===== config.mk =====
export PLATFORM = sky130hd
export DESIGN_NAME = compare_logic_alu
export DESIGN_NICKNAME = d
export VERILOG_FILES = /design/src/shared/compare_logic_pkg.sv /design/src/hdl/logic_compare_unit.sv /design/src/hdl/compare_logic_alu.sv
export SDC_FILE = /design/constraint.sdc
export NUM_CORES = 2
export LEC_CHECK = 0
export ABC_AREA = 1
export BUFFER_PORTS_ARGS = -buffer_cell sky130_fd_sc_hd__buf_2
export CORE_MARGIN = 1
export CORE_UTILIZATION = 56
export CTS_CLUSTER_SIZE = 40
export DETAILED_ROUTE_END_ITERATION = 6
export PLACE_DENSITY = 0.82
export RECOVER_POWER = 25
export SLEW_MARGIN = 20
export SYNTH_ARGS = -nofsm -noshare
export SYNTH_HDL_FRONTEND = slang
export SYNTH_SLANG_ARGS = --single-unit

===== constraint.sdc =====
create_clock -name hclk -period 6.3 [get_ports hclk]
set_input_delay 0.315 -clock hclk [delete_from_list [all_inputs] [get_ports hclk]]
set_output_delay 0.315 -clock hclk [all_outputs]
set_load 0.005 [all_outputs]

===== src/shared/compare_logic_pkg.sv =====
// Package: constants and types for the compare and logic datapath
`default_nettype none
package compare_logic_pkg;

    localparam int GROUPS = 4;
    localparam int REGS   = 8;
    localparam int REG_W  = 24;

    typedef logic [REG_W-1:0] word_type;

    typedef enum logic [3:0] {
        compare_immediate     = 4'h0,
        compare_full_register = 4'h1,
        compare_halfword      = 4'h2,
        compare_character     = 4'h3,
        test_under_mask       = 4'h4,
        xor_immediate         = 4'h5,
        xor_full_register     = 4'h6,
        xor_halfword          = 4'h7,
        xor_character         = 4'h8,
        or_immediate          = 4'h9,
        or_full_register      = 4'hA,
        or_halfword           = 4'hB,
        or_character          = 4'hC,
        subtract_character    = 4'hD
    } op_type;

    typedef enum logic {
        st_idle = 1'b0,
        st_exec = 1'b1
    } state_type;

    // Register byte offsets
    localparam logic [7:0] ADDR_INSTR  = 8'h00;
    localparam logic [7:0] ADDR_GROUP  = 8'h04;
    localparam logic [7:0] ADDR_FLAGS  = 8'h08;
    localparam logic [7:0] ADDR_INDEX  = 8'h0C;
    localparam logic [7:0] ADDR_DATA   = 8'h10;
    localparam logic [7:0] ADDR_BRANCH = 8'h14;

    // Instruction word fields
    localparam int OP_LSB       = 0;
    localparam int OP_W         = 4;
    localparam int DEST_LSB     = 4;
    localparam int DEST_SEL_BIT = 7;
    localparam int SRC_LSB      = 8;
    localparam int SRC_SEL_BIT  = 11;
    localparam int IMM_LSB      = 16;

    localparam logic [2:0]        WORD_SIZE    = 3'h2;
    localparam word_type          GPR_RESET    = 24'h000000;
    localparam logic [23:0]       INSTR_RESET  = 24'h000000;
    localparam logic [1:0]        GROUP_RESET  = 2'h0;
    localparam logic [2:0]        INDEX_RESET  = 3'h0;
    localparam logic [GROUPS-1:0] FLAG_RESET   = 4'h0;
    localparam logic [15:0]       BRANCH_RESET = 16'h0000;

endpackage : compare_logic_pkg
`default_nettype wire


===== src/hdl/logic_compare_unit.sv =====
// Combinational operand unit: compares, masks, logic ops, character subtract
`timescale 1ns/1ps
`default_nettype none
module logic_compare_unit (
    input  wire logic [3:0]  op,
    input  wire logic [23:0] dest_val,
    input  wire logic [23:0] src_val,
    input  wire logic [7:0]  imm,
    input  wire logic        dest_sel,
    input  wire logic        src_sel,
    output logic      [23:0] result,
    output logic             write_en,
    output logic             set_flags,
    output logic             lower,
    output logic             equal
);

    // Byte X is [23:16], byte 0 is [15:8], byte 1 is [7:0]
    function automatic logic [7:0] pick(input logic [23:0] v, input logic s);
        return s ? v[7:0] : v[15:8];
    endfunction : pick

    function automatic logic [23:0] place(input logic [23:0] v, input logic s,
                                          input logic [7:0] b);
        return s ? {v[23:8], b} : {v[23:16], b, v[7:0]};
    endfunction : place

    logic [7:0]  dbyte;
    logic [7:0]  sbyte;
    logic [23:0] diff_all;
    logic [15:0] diff_lo;
    logic [23:0] fval;
    logic        logic_op;

    assign dbyte    = pick(dest_val, dest_sel);
    assign sbyte    = pick(src_val, src_sel);
    assign diff_all = dest_val - {16'h0000, sbyte};
    assign diff_lo  = dest_val[23:8] - {8'h00, sbyte};

    always_comb begin
        result    = dest_val;
        write_en  = 1'b0;
        set_flags = 1'b1;
        lower     = 1'b0;
        equal     = 1'b0;
        fval      = 24'h000000;
        logic_op  = 1'b1;
        unique case (compare_logic_pkg::op_type'(op))
            compare_logic_pkg::compare_immediate: begin
                logic_op = 1'b0;
                lower    = dbyte < imm;
                equal    = dbyte == imm;
            end
            compare_logic_pkg::compare_full_register: begin
                logic_op = 1'b0;
                lower    = dest_val < src_val;
                equal    = dest_val == src_val;
            end
            compare_logic_pkg::compare_halfword: begin
                logic_op = 1'b0;
                lower    = dest_val[15:0] < src_val[15:0];
                equal    = dest_val[15:0] == src_val[15:0];
            end
            compare_logic_pkg::compare_character: begin
                logic_op = 1'b0;
                lower    = dbyte < sbyte;
                equal    = dbyte == sbyte;
            end
            compare_logic_pkg::test_under_mask: begin
                fval = {16'h0000, dbyte & imm};
            end
            compare_logic_pkg::xor_immediate: begin
                fval     = {16'h0000, dbyte ^ imm};
                result   = place(dest_val, dest_sel, fval[7:0]);
                write_en = 1'b1;
            end
            compare_logic_pkg::xor_full_register: begin
                result   = dest_val ^ src_val;
                fval     = result;
                write_en = 1'b1;
            end
            compare_logic_pkg::xor_halfword: begin
                result   = {dest_val[23:16], dest_val[15:0] ^ src_val[15:0]};
                fval     = {8'h00, result[15:0]};
                write_en = 1'b1;
            end
            compare_logic_pkg::xor_character: begin
                fval     = {16'h0000, dbyte ^ sbyte};
                result   = place(dest_val, dest_sel, fval[7:0]);
                write_en = 1'b1;
            end
            compare_logic_pkg::or_immediate: begin
                fval     = {16'h0000, dbyte | imm};
                result   = place(dest_val, dest_sel, fval[7:0]);
                write_en = 1'b1;
            end
            compare_logic_pkg::or_full_register: begin
                result   = dest_val | src_val;
                fval     = result;
                write_en = 1'b1;
            end
            compare_logic_pkg::or_halfword: begin
                result   = {dest_val[23:16], dest_val[15:0] | src_val[15:0]};
                fval     = {8'h00, result[15:0]};
                write_en = 1'b1;
            end
            compare_logic_pkg::or_character: begin
                fval     = {16'h0000, dbyte | sbyte};
                result   = place(dest_val, dest_sel, fval[7:0]);
                write_en = 1'b1;
            end
            compare_logic_pkg::subtract_character: begin
                logic_op = 1'b0;
                write_en = 1'b1;
                // Byte X takes the borrow but never the flags
                if (dest_sel) begin
                    result = diff_all;
                    lower  = diff_all[15];
                    equal  = diff_all[15:0] == 16'h0000;
                end else begin
                    result = {diff_lo, dest_val[7:0]};
                    lower  = diff_lo[7];
                    equal  = diff_lo[7:0] == 8'h00;
                end
            end
            default: begin
                logic_op  = 1'b0;
                set_flags = 1'b0;
            end
        endcase
        if (logic_op) begin
            lower = |fval;
            equal = ~|fval;
        end
    end

endmodule : logic_compare_unit
`default_nettype wire


===== src/hdl/compare_logic_alu.sv =====
// Compare and logic datapath with register groups, flags and AHB-Lite access
`timescale 1ns/1ps
`default_nettype none
module compare_logic_alu (
    input  wire logic        hclk,
    input  wire logic        hresetn,
    input  wire logic        hsel,
    input  wire logic [31:0] haddr,
    input  wire logic [1:0]  htrans,
    input  wire logic        hwrite,
    input  wire logic [2:0]  hsize,
    input  wire logic [31:0] hwdata,
    input  wire logic        hready,
    output logic             hreadyout,
    output logic             hresp,
    output logic      [31:0] hrdata,
    output logic             lower_flag,
    output logic             equal_flag,
    output logic             branch_req,
    output logic      [15:0] branch_addr
);

    function automatic logic [2:0] odd_reg(input logic [2:0] field);
        return {field[1:0], 1'b1};
    endfunction : odd_reg

    compare_logic_pkg::state_type state;
    compare_logic_pkg::state_type next_state;
    compare_logic_pkg::op_type    op;
    compare_logic_pkg::word_type  gpr      [compare_logic_pkg::GROUPS][compare_logic_pkg::REGS];
    compare_logic_pkg::word_type  next_gpr [compare_logic_pkg::GROUPS][compare_logic_pkg::REGS];
    compare_logic_pkg::word_type  dest_val;
    compare_logic_pkg::word_type  src_val;
    compare_logic_pkg::word_type  alu_result;

    logic        ap_valid;
    logic        next_ap_valid;
    logic        ap_write;
    logic        next_ap_write;
    logic [7:0]  ap_addr;
    logic [7:0]  next_ap_addr;
    logic        rd_ok;
    logic        next_rd_ok;
    logic [31:0] next_rdata;
    logic        wr_done;
    logic [23:0] instr;
    logic [23:0] next_instr;
    logic [1:0]  group;
    logic [1:0]  next_group;
    logic [2:0]  idx;
    logic [2:0]  next_idx;
    logic [3:0]  lower_bits;
    logic [3:0]  next_lower_bits;
    logic [3:0]  equal_bits;
    logic [3:0]  next_equal_bits;
    logic        next_branch_req;
    logic [15:0] next_branch_addr;
    logic [2:0]  dest_field;
    logic [2:0]  src_field;
    logic [2:0]  dest_addr;
    logic [2:0]  src_addr;
    logic        dest_sel;
    logic        src_sel;
    logic [7:0]  imm;
    logic        odd_dest;
    logic        odd_src;
    logic        branch_cond;
    logic        exec;
    logic        alu_we;
    logic        alu_set;
    logic        alu_lower;
    logic        alu_equal;

    // Instruction decode
    assign op         = compare_logic_pkg::op_type'(
                            instr[compare_logic_pkg::OP_LSB +: compare_logic_pkg::OP_W]);
    assign dest_field = instr[compare_logic_pkg::DEST_LSB +: 3];
    assign src_field  = instr[compare_logic_pkg::SRC_LSB +: 3];
    assign dest_sel   = instr[compare_logic_pkg::DEST_SEL_BIT];
    assign src_sel    = instr[compare_logic_pkg::SRC_SEL_BIT];
    assign imm        = instr[compare_logic_pkg::IMM_LSB +: 8];
    assign exec       = state == compare_logic_pkg::st_exec;

    assign odd_src  = op inside {compare_logic_pkg::compare_character,
                                 compare_logic_pkg::xor_character,
                                 compare_logic_pkg::or_character,
                                 compare_logic_pkg::subtract_character};
    assign odd_dest = odd_src || op inside {compare_logic_pkg::compare_immediate,
                                            compare_logic_pkg::test_under_mask,
                                            compare_logic_pkg::xor_immediate,
                                            compare_logic_pkg::or_immediate};
    assign dest_addr = odd_dest ? odd_reg(dest_field) : dest_field;
    assign src_addr  = odd_src ? odd_reg(src_field) : src_field;
    assign dest_val  = gpr[group][dest_addr];
    assign src_val   = gpr[group][src_addr];

    assign branch_cond = dest_addr == 3'h0 &&
                         op inside {compare_logic_pkg::xor_full_register,
                                    compare_logic_pkg::xor_halfword,
                                    compare_logic_pkg::or_full_register,
                                    compare_logic_pkg::or_halfword};

    logic_compare_unit u_unit (
        .op       (instr[compare_logic_pkg::OP_LSB +: compare_logic_pkg::OP_W]),
        .dest_val (dest_val),
        .src_val  (src_val),
        .imm      (imm),
        .dest_sel (dest_sel),
        .src_sel  (src_sel),
        .result   (alu_result),
        .write_en (alu_we),
        .set_flags(alu_set),
        .lower    (alu_lower),
        .equal    (alu_equal)
    );

    // Bus slave; stalls while an instruction runs and one cycle for read data
    assign hreadyout = !exec && !(ap_valid && !ap_write && !rd_ok);
    assign hresp     = 1'b0;
    assign wr_done   = ap_valid && ap_write && hreadyout;

    always_comb begin
        next_ap_valid = ap_valid;
        next_ap_write = ap_write;
        next_ap_addr  = ap_addr;
        if (hready) begin
            next_ap_valid = hsel && htrans[1] && hsize == compare_logic_pkg::WORD_SIZE;
            next_ap_write = hwrite;
            next_ap_addr  = {haddr[7:2], 2'b00};
        end
        next_rd_ok = ap_valid && !ap_write && !hreadyout;
        // Sampled every stalled cycle so a late flag update is seen
        case (ap_addr)
            compare_logic_pkg::ADDR_INSTR:  next_rdata = {8'h00, instr};
            compare_logic_pkg::ADDR_GROUP:  next_rdata = {30'h0, group};
            compare_logic_pkg::ADDR_FLAGS:  next_rdata = {20'h00000, equal_bits, lower_bits,
                                                          2'b00, equal_flag, lower_flag};
            compare_logic_pkg::ADDR_INDEX:  next_rdata = {29'h0, idx};
            compare_logic_pkg::ADDR_DATA:   next_rdata = {8'h00, gpr[group][idx]};
            compare_logic_pkg::ADDR_BRANCH: next_rdata = {16'h0000, branch_addr};
            default:                        next_rdata = 32'h00000000;
        endcase
    end

    always_ff @(posedge hclk or negedge hresetn) begin
        if (!hresetn) begin
            ap_valid <= 1'b0;
            ap_write <= 1'b0;
            ap_addr  <= 8'h00;
            rd_ok    <= 1'b0;
            hrdata   <= 32'h00000000;
        end else begin
            ap_valid <= next_ap_valid;
            ap_write <= next_ap_write;
            ap_addr  <= next_ap_addr;
            rd_ok    <= next_rd_ok;
            hrdata   <= next_rdata;
        end
    end

    // Execution: one cycle, result and flags written together
    always_comb begin
        next_state       = state;
        next_instr       = instr;
        next_group       = group;
        next_idx         = idx;
        next_gpr         = gpr;
        next_lower_bits  = lower_bits;
        next_equal_bits  = equal_bits;
        next_branch_req  = 1'b0;
        next_branch_addr = branch_addr;
        unique case (state)
            compare_logic_pkg::st_idle: begin
                if (wr_done) begin
                    unique case (ap_addr)
                        compare_logic_pkg::ADDR_INSTR: begin
                            next_instr = hwdata[23:0];
                            next_state = compare_logic_pkg::st_exec;
                        end
                        compare_logic_pkg::ADDR_GROUP: next_group = hwdata[1:0];
                        compare_logic_pkg::ADDR_INDEX: next_idx = hwdata[2:0];
                        compare_logic_pkg::ADDR_DATA:  next_gpr[group][idx] = hwdata[23:0];
                        default: ;
                    endcase
                end
            end
            compare_logic_pkg::st_exec: begin
                next_state = compare_logic_pkg::st_idle;
                if (branch_cond) begin
                    next_branch_req  = 1'b1;
                    next_branch_addr = gpr[group][0][15:0];
                end else begin
                    if (alu_we) begin
                        next_gpr[group][dest_addr] = alu_result;
                    end
                    if (alu_set) begin
                        next_lower_bits[group] = alu_lower;
                        next_equal_bits[group] = alu_equal;
                    end
                end
            end
        endcase
    end

    always_ff @(posedge hclk or negedge hresetn) begin
        if (!hresetn) begin
            state       <= compare_logic_pkg::st_idle;
            instr       <= compare_logic_pkg::INSTR_RESET;
            group       <= compare_logic_pkg::GROUP_RESET;
            idx         <= compare_logic_pkg::INDEX_RESET;
            lower_bits  <= compare_logic_pkg::FLAG_RESET;
            equal_bits  <= compare_logic_pkg::FLAG_RESET;
            branch_req  <= 1'b0;
            branch_addr <= compare_logic_pkg::BRANCH_RESET;
            for (int g = 0; g < compare_logic_pkg::GROUPS; g++) begin
                for (int r = 0; r < compare_logic_pkg::REGS; r++) begin
                    gpr[g][r] <= compare_logic_pkg::GPR_RESET;
                end
            end
        end else begin
            state       <= next_state;
            instr       <= next_instr;
            group       <= next_group;
            idx         <= next_idx;
            lower_bits  <= next_lower_bits;
            equal_bits  <= next_equal_bits;
            branch_req  <= next_branch_req;
            branch_addr <= next_branch_addr;
            gpr         <= next_gpr;
        end
    end

    // Sequencer sees the active group's pair only
    assign lower_flag = lower_bits[group];
    assign equal_flag = equal_bits[group];

    logic [7:0]  chk_dbyte;
    logic [7:0]  chk_sbyte;
    logic [3:0]  chk_mask;
    logic [23:0] chk_diff;
    logic        chk_lt_imm;
    logic        chk_eq_imm;
    logic        chk_lt_full;
    logic        chk_eq_full;
    logic        chk_lt_half;
    logic        chk_xi_zero;
    logic        chk_sub_neg;
    logic        chk_lt_char;
    logic        chk_eq_char;

    assign chk_dbyte   = dest_sel ? dest_val[7:0] : dest_val[15:8];
    assign chk_sbyte   = src_sel ? src_val[7:0] : src_val[15:8];
    assign chk_mask    = 4'h1 << group;
    assign chk_diff    = dest_val - {16'h0000, chk_sbyte};
    assign chk_lt_imm  = chk_dbyte < imm;
    assign chk_eq_imm  = chk_dbyte == imm;
    assign chk_lt_full = dest_val < src_val;
    assign chk_eq_full = dest_val == src_val;
    assign chk_lt_half = dest_val[15:0] < src_val[15:0];
    assign chk_xi_zero = (chk_dbyte ^ imm) == 8'h00;
    assign chk_sub_neg = chk_diff[15];
    assign chk_lt_char = chk_dbyte < chk_sbyte;
    assign chk_eq_char = chk_dbyte == chk_sbyte;
endmodule : compare_logic_alu
`default_nettype wire


==> results.md <==
- Total die area: 97540 um^2
- WL final: 272.2 mm
- Leak: between 0.02 and 0.03 uW
- Post-synth EDFFs: 0
- Hpwl dp: about 180 mm
- Crit path max fanout: 28
- HP Class: in -> reg
- Fin. Hold Viols: 0
- CP endpoint kind: flip-flop
- Final period utilization: 1.000
- Most common cell after layout, fill and taps aside: nand2_1
- Final Util: 0.6399
- Headroom to the max-slew limit: -2.392
- Layout cell share with drive strength beyond 1: 0.1169
- Sequential share of the synthesized area: 0.3972
- CTS tree: yes
- # IOs: about 130
- DRC viols: 14
- Critical Path Source Type: flip-flop
- Clock Sinks: 856
- Top cell type's share of synthesized area: 0.3972
- Largest net degree at the start of global routing: 177
- Number of port buffers: a little over 80
- DR vias: around 60k
- Synth Area per Inst: about 7.3 um^2
- Die Wd: 312.3 um
- Fin nets: approximately 7.6k
- Leading cell types in the layout, fill and taps excluded: nand2_1 (1727), a21oi_1 (1088), dfrtp_1 (855), inv_1 (633), nor2_1 (556)
- Max Clk Rate: 158.7 MHz
- Worst vdd ir: between 0.0002 and 0.00025 V
- Failing checks: design-rule violations, max-capacitance violations, max-slew violations, negative setup slack
- Clock skew: between 0.04 and 0.05 ns
- Reg area: about 21000 um^2
- Total Routing Usage GR: 0.5449
- Number of global-route vias before repair: 57.25k
- Clk buf depth: 3
- Status: finished, violations left
- Total power: 15760 uW
- Root Driver: clkbuf_16
- Row cnt: 113
- Maxcap violations: 1
- Area growth from synthesis to layout: 12.92%
- Tmin final: roughly 6.3 ns
- Worst-Margin Slew: slightly above 5 ns
- Critical Path RT: just under 7 ns
- Post-Synthesis Cell Area: about 54000 um^2
- H-Tree Level Count: 3
- Via density: between 6 and 7
- Worst R2R Setup Slack: -0.002 ns
- Max Transition Viols Final: 79
- Synth area leaders: dfrtp_1 (40%), nand2_1 (12%), a21oi_1 (10%)
- Wire per inst: 30.88 um
- Core Box Area: between 90000 and 100000 um^2
- First-pass GRT wire length: 388.2 mm
- Worst skew pair latency: 0.72 ns
- Chip height: 312.3 um
- GP Congestion: between 1 and 1.5
- Synth cell types: between 80 and 90
- Clock transition at the registers of the reported paths: ~0.060 ns
- Initial antenna violation count: 9
- Multi-input logic area: 27380 um^2
- Initial core utilization: 0.5667
- Async set-reset flop share out of synthesis: 1.000
- Final WS setup: -0.001763 ns
- Synth warnings: 0
- Number of synthesized register bits: ~860
- DRT iter0 DRCs: 10.62k
- Post-DRT Antenna Nets: 0
- Prevailing post-synth register cell: dfrtp_1
- Grt ovf: 0
- Setup-failing EPs final: 1
- Fill cell count: around 8k
- Crit path kind: reg -> reg
- First drt pass iteration count: 7
- Num CTS Buffers: 93
- Unrepaired setup endpoints after global routing: no
- PwrDens: between 200 and 300 nW/um^2
- CP arrival: roughly 6.9 ns
- Biggest area consumer among synthesized cells: dfrtp_1
- Synth Instances: 7383
-- layout make-up --
cell class,count,share of cell area
Multi-Input combinational cell,5257,0.4497
Sequential cell,856,0.3518
Timing Repair Buffer,549,0.07572
Clock buffer,129,0.04461
Inverter,708,0.04387
Tap cell,1265,0.02599
Clock inverter,40,0.007870
Antenna cell,10,0.0004110
-- power breakdown --
group / internal [uW] / switching [uW] / total, uW
logic: 1170 / 3180 / 4350
clock network: 3380 / 2480 / 5860
registers: 5530 / 21.2 / 5550
total: 10100 / 5670 / 15800
-- synthesized netlist by cell type, types with 15 or more instances --
library cell / n
clkbuf_1: 307
nand4_1: 30
a221oi_1: 48
nand2_2: 20
buf_6: 27
buf_1: 18
o22ai_1: 181
o41ai_1: 15
a2bb2oi_1: 91
clkinv_1: 32
o2111ai_1: 27
buf_2: 152
nand3_1: 235
a31oi_1: 18
nor2_1: 585
a21oi_1: 1095
a21boi_0: 24
inv_2: 38
a21boi_1: 46
nand2_1: 1729
o221ai_1: 28
dfrtp_1: 856
a22oi_1: 251
buf_4: 66
a22o_1: 22
ha_1: 107
o21ai_0: 440
inv_1: 636
or2_2: 25
nor3_1: 33
-- timing repair --
item                                    in CTS  in global routing
resized for setup                            0                  6
endpoints found under the hold margin      112                  0
hold buffers                                43                  0
endpoints found under the setup margin       0                212
buffers inserted                             0                  1
-- flip-flops by register name, indices dropped and copies added (netlist names) --
signal,flops
equal_bits,4
group,2
branch_req,1
ap_addr,6
exec,1
ap_valid,1
gpr,768
branch_addr,16
rd_ok,1
instr,24
hrdata,24
idx,3
ap_write,1
lower_bits,4
-- critical path: stages (launching register included) --
cell	delay, ns
dfrtp_1	0.44
buf_4	0.25
nand2_4	0.53
buf_4	0.32
o22ai_1	0.09
nor2_1	1.01
nand2_1	0.10
nand3_1	0.14
a31oi_1	0.12
buf_4	0.18
nand2_1	0.05
nand2_1	0.10
ha_1	0.34
a21oi_1	0.23
o21ai_0	0.14
a21oi_1	0.21
nand3_1	0.14
nor2_1	0.21
buf_4	0.15
nand4_1	0.16
a21oi_2	0.25
nand2_1	0.08
nand2_1	0.08
nand3_2	0.09
nand3b_4	0.14
buf_12	0.26
nand2_1	0.10
a21boi_0	0.22
-- per-layer routing --
layer  share of wire  track usage  up-vias
met2            0.39       0.7427     5403
met5          0.0015      0.02369        -
li1                -            -    24990
met3            0.17       0.2627     1469
met4            0.10       0.4445       11
met1            0.33       0.6453    28420
-- final timing paths --
| path | startpoint | endpoint | depth (start not counted) |
|---|---|---|---|
| worst max-delay path | group[1] | gpr[666] | 27 |
| worst min-delay path | hready | ap_addr[4] | 2 |
| worst max register to register | group[1] | gpr[666] | 27 |
| worst min register to register | gpr[440] | gpr[440] | 2 |
| max in group asynchronous | hresetn | gpr[706] | 3 |
| min in group asynchronous | hresetn | gpr[145] | 2 |
-- per-stage QoR --
| step | area (um^2) | std cells | hold slack, ns | TNS (ns) | setup WS (ns) |
|---|---|---|---|---|---|
| 5_1_grt | 60870 | 8804 | 0.07141 | 0 | 0.003638 |
| 2_1_floorplan | 53950 | 7391 | 0.01941 | 0 | 1.260 |
| 3_3_place_gp | 57210 | 8590 | 0.3461 | 0 | 0.4303 |
| 4_1_cts | 60840 | 8802 | 0.004600 | 0 | 0.2971 |
| 3_5_place_dp | 57210 | 8590 | 0.3461 | 0 | 0.3525 |
| 6_report | 60890 | 8814 | 0.04118 | -0.001763 | -0.001763 |
-- cells by family after synthesis --
family / share of synthesized area
buf+inv: 0.1009
simple gates: 0.2086
flops: 0.3972
other cells: 0.00006954
fa+ha+maj: 0.02557
xor+xnor: 0.002436
compound gates: 0.2645
mux: 0.0006264
Power figures use the tool's default switching activity.
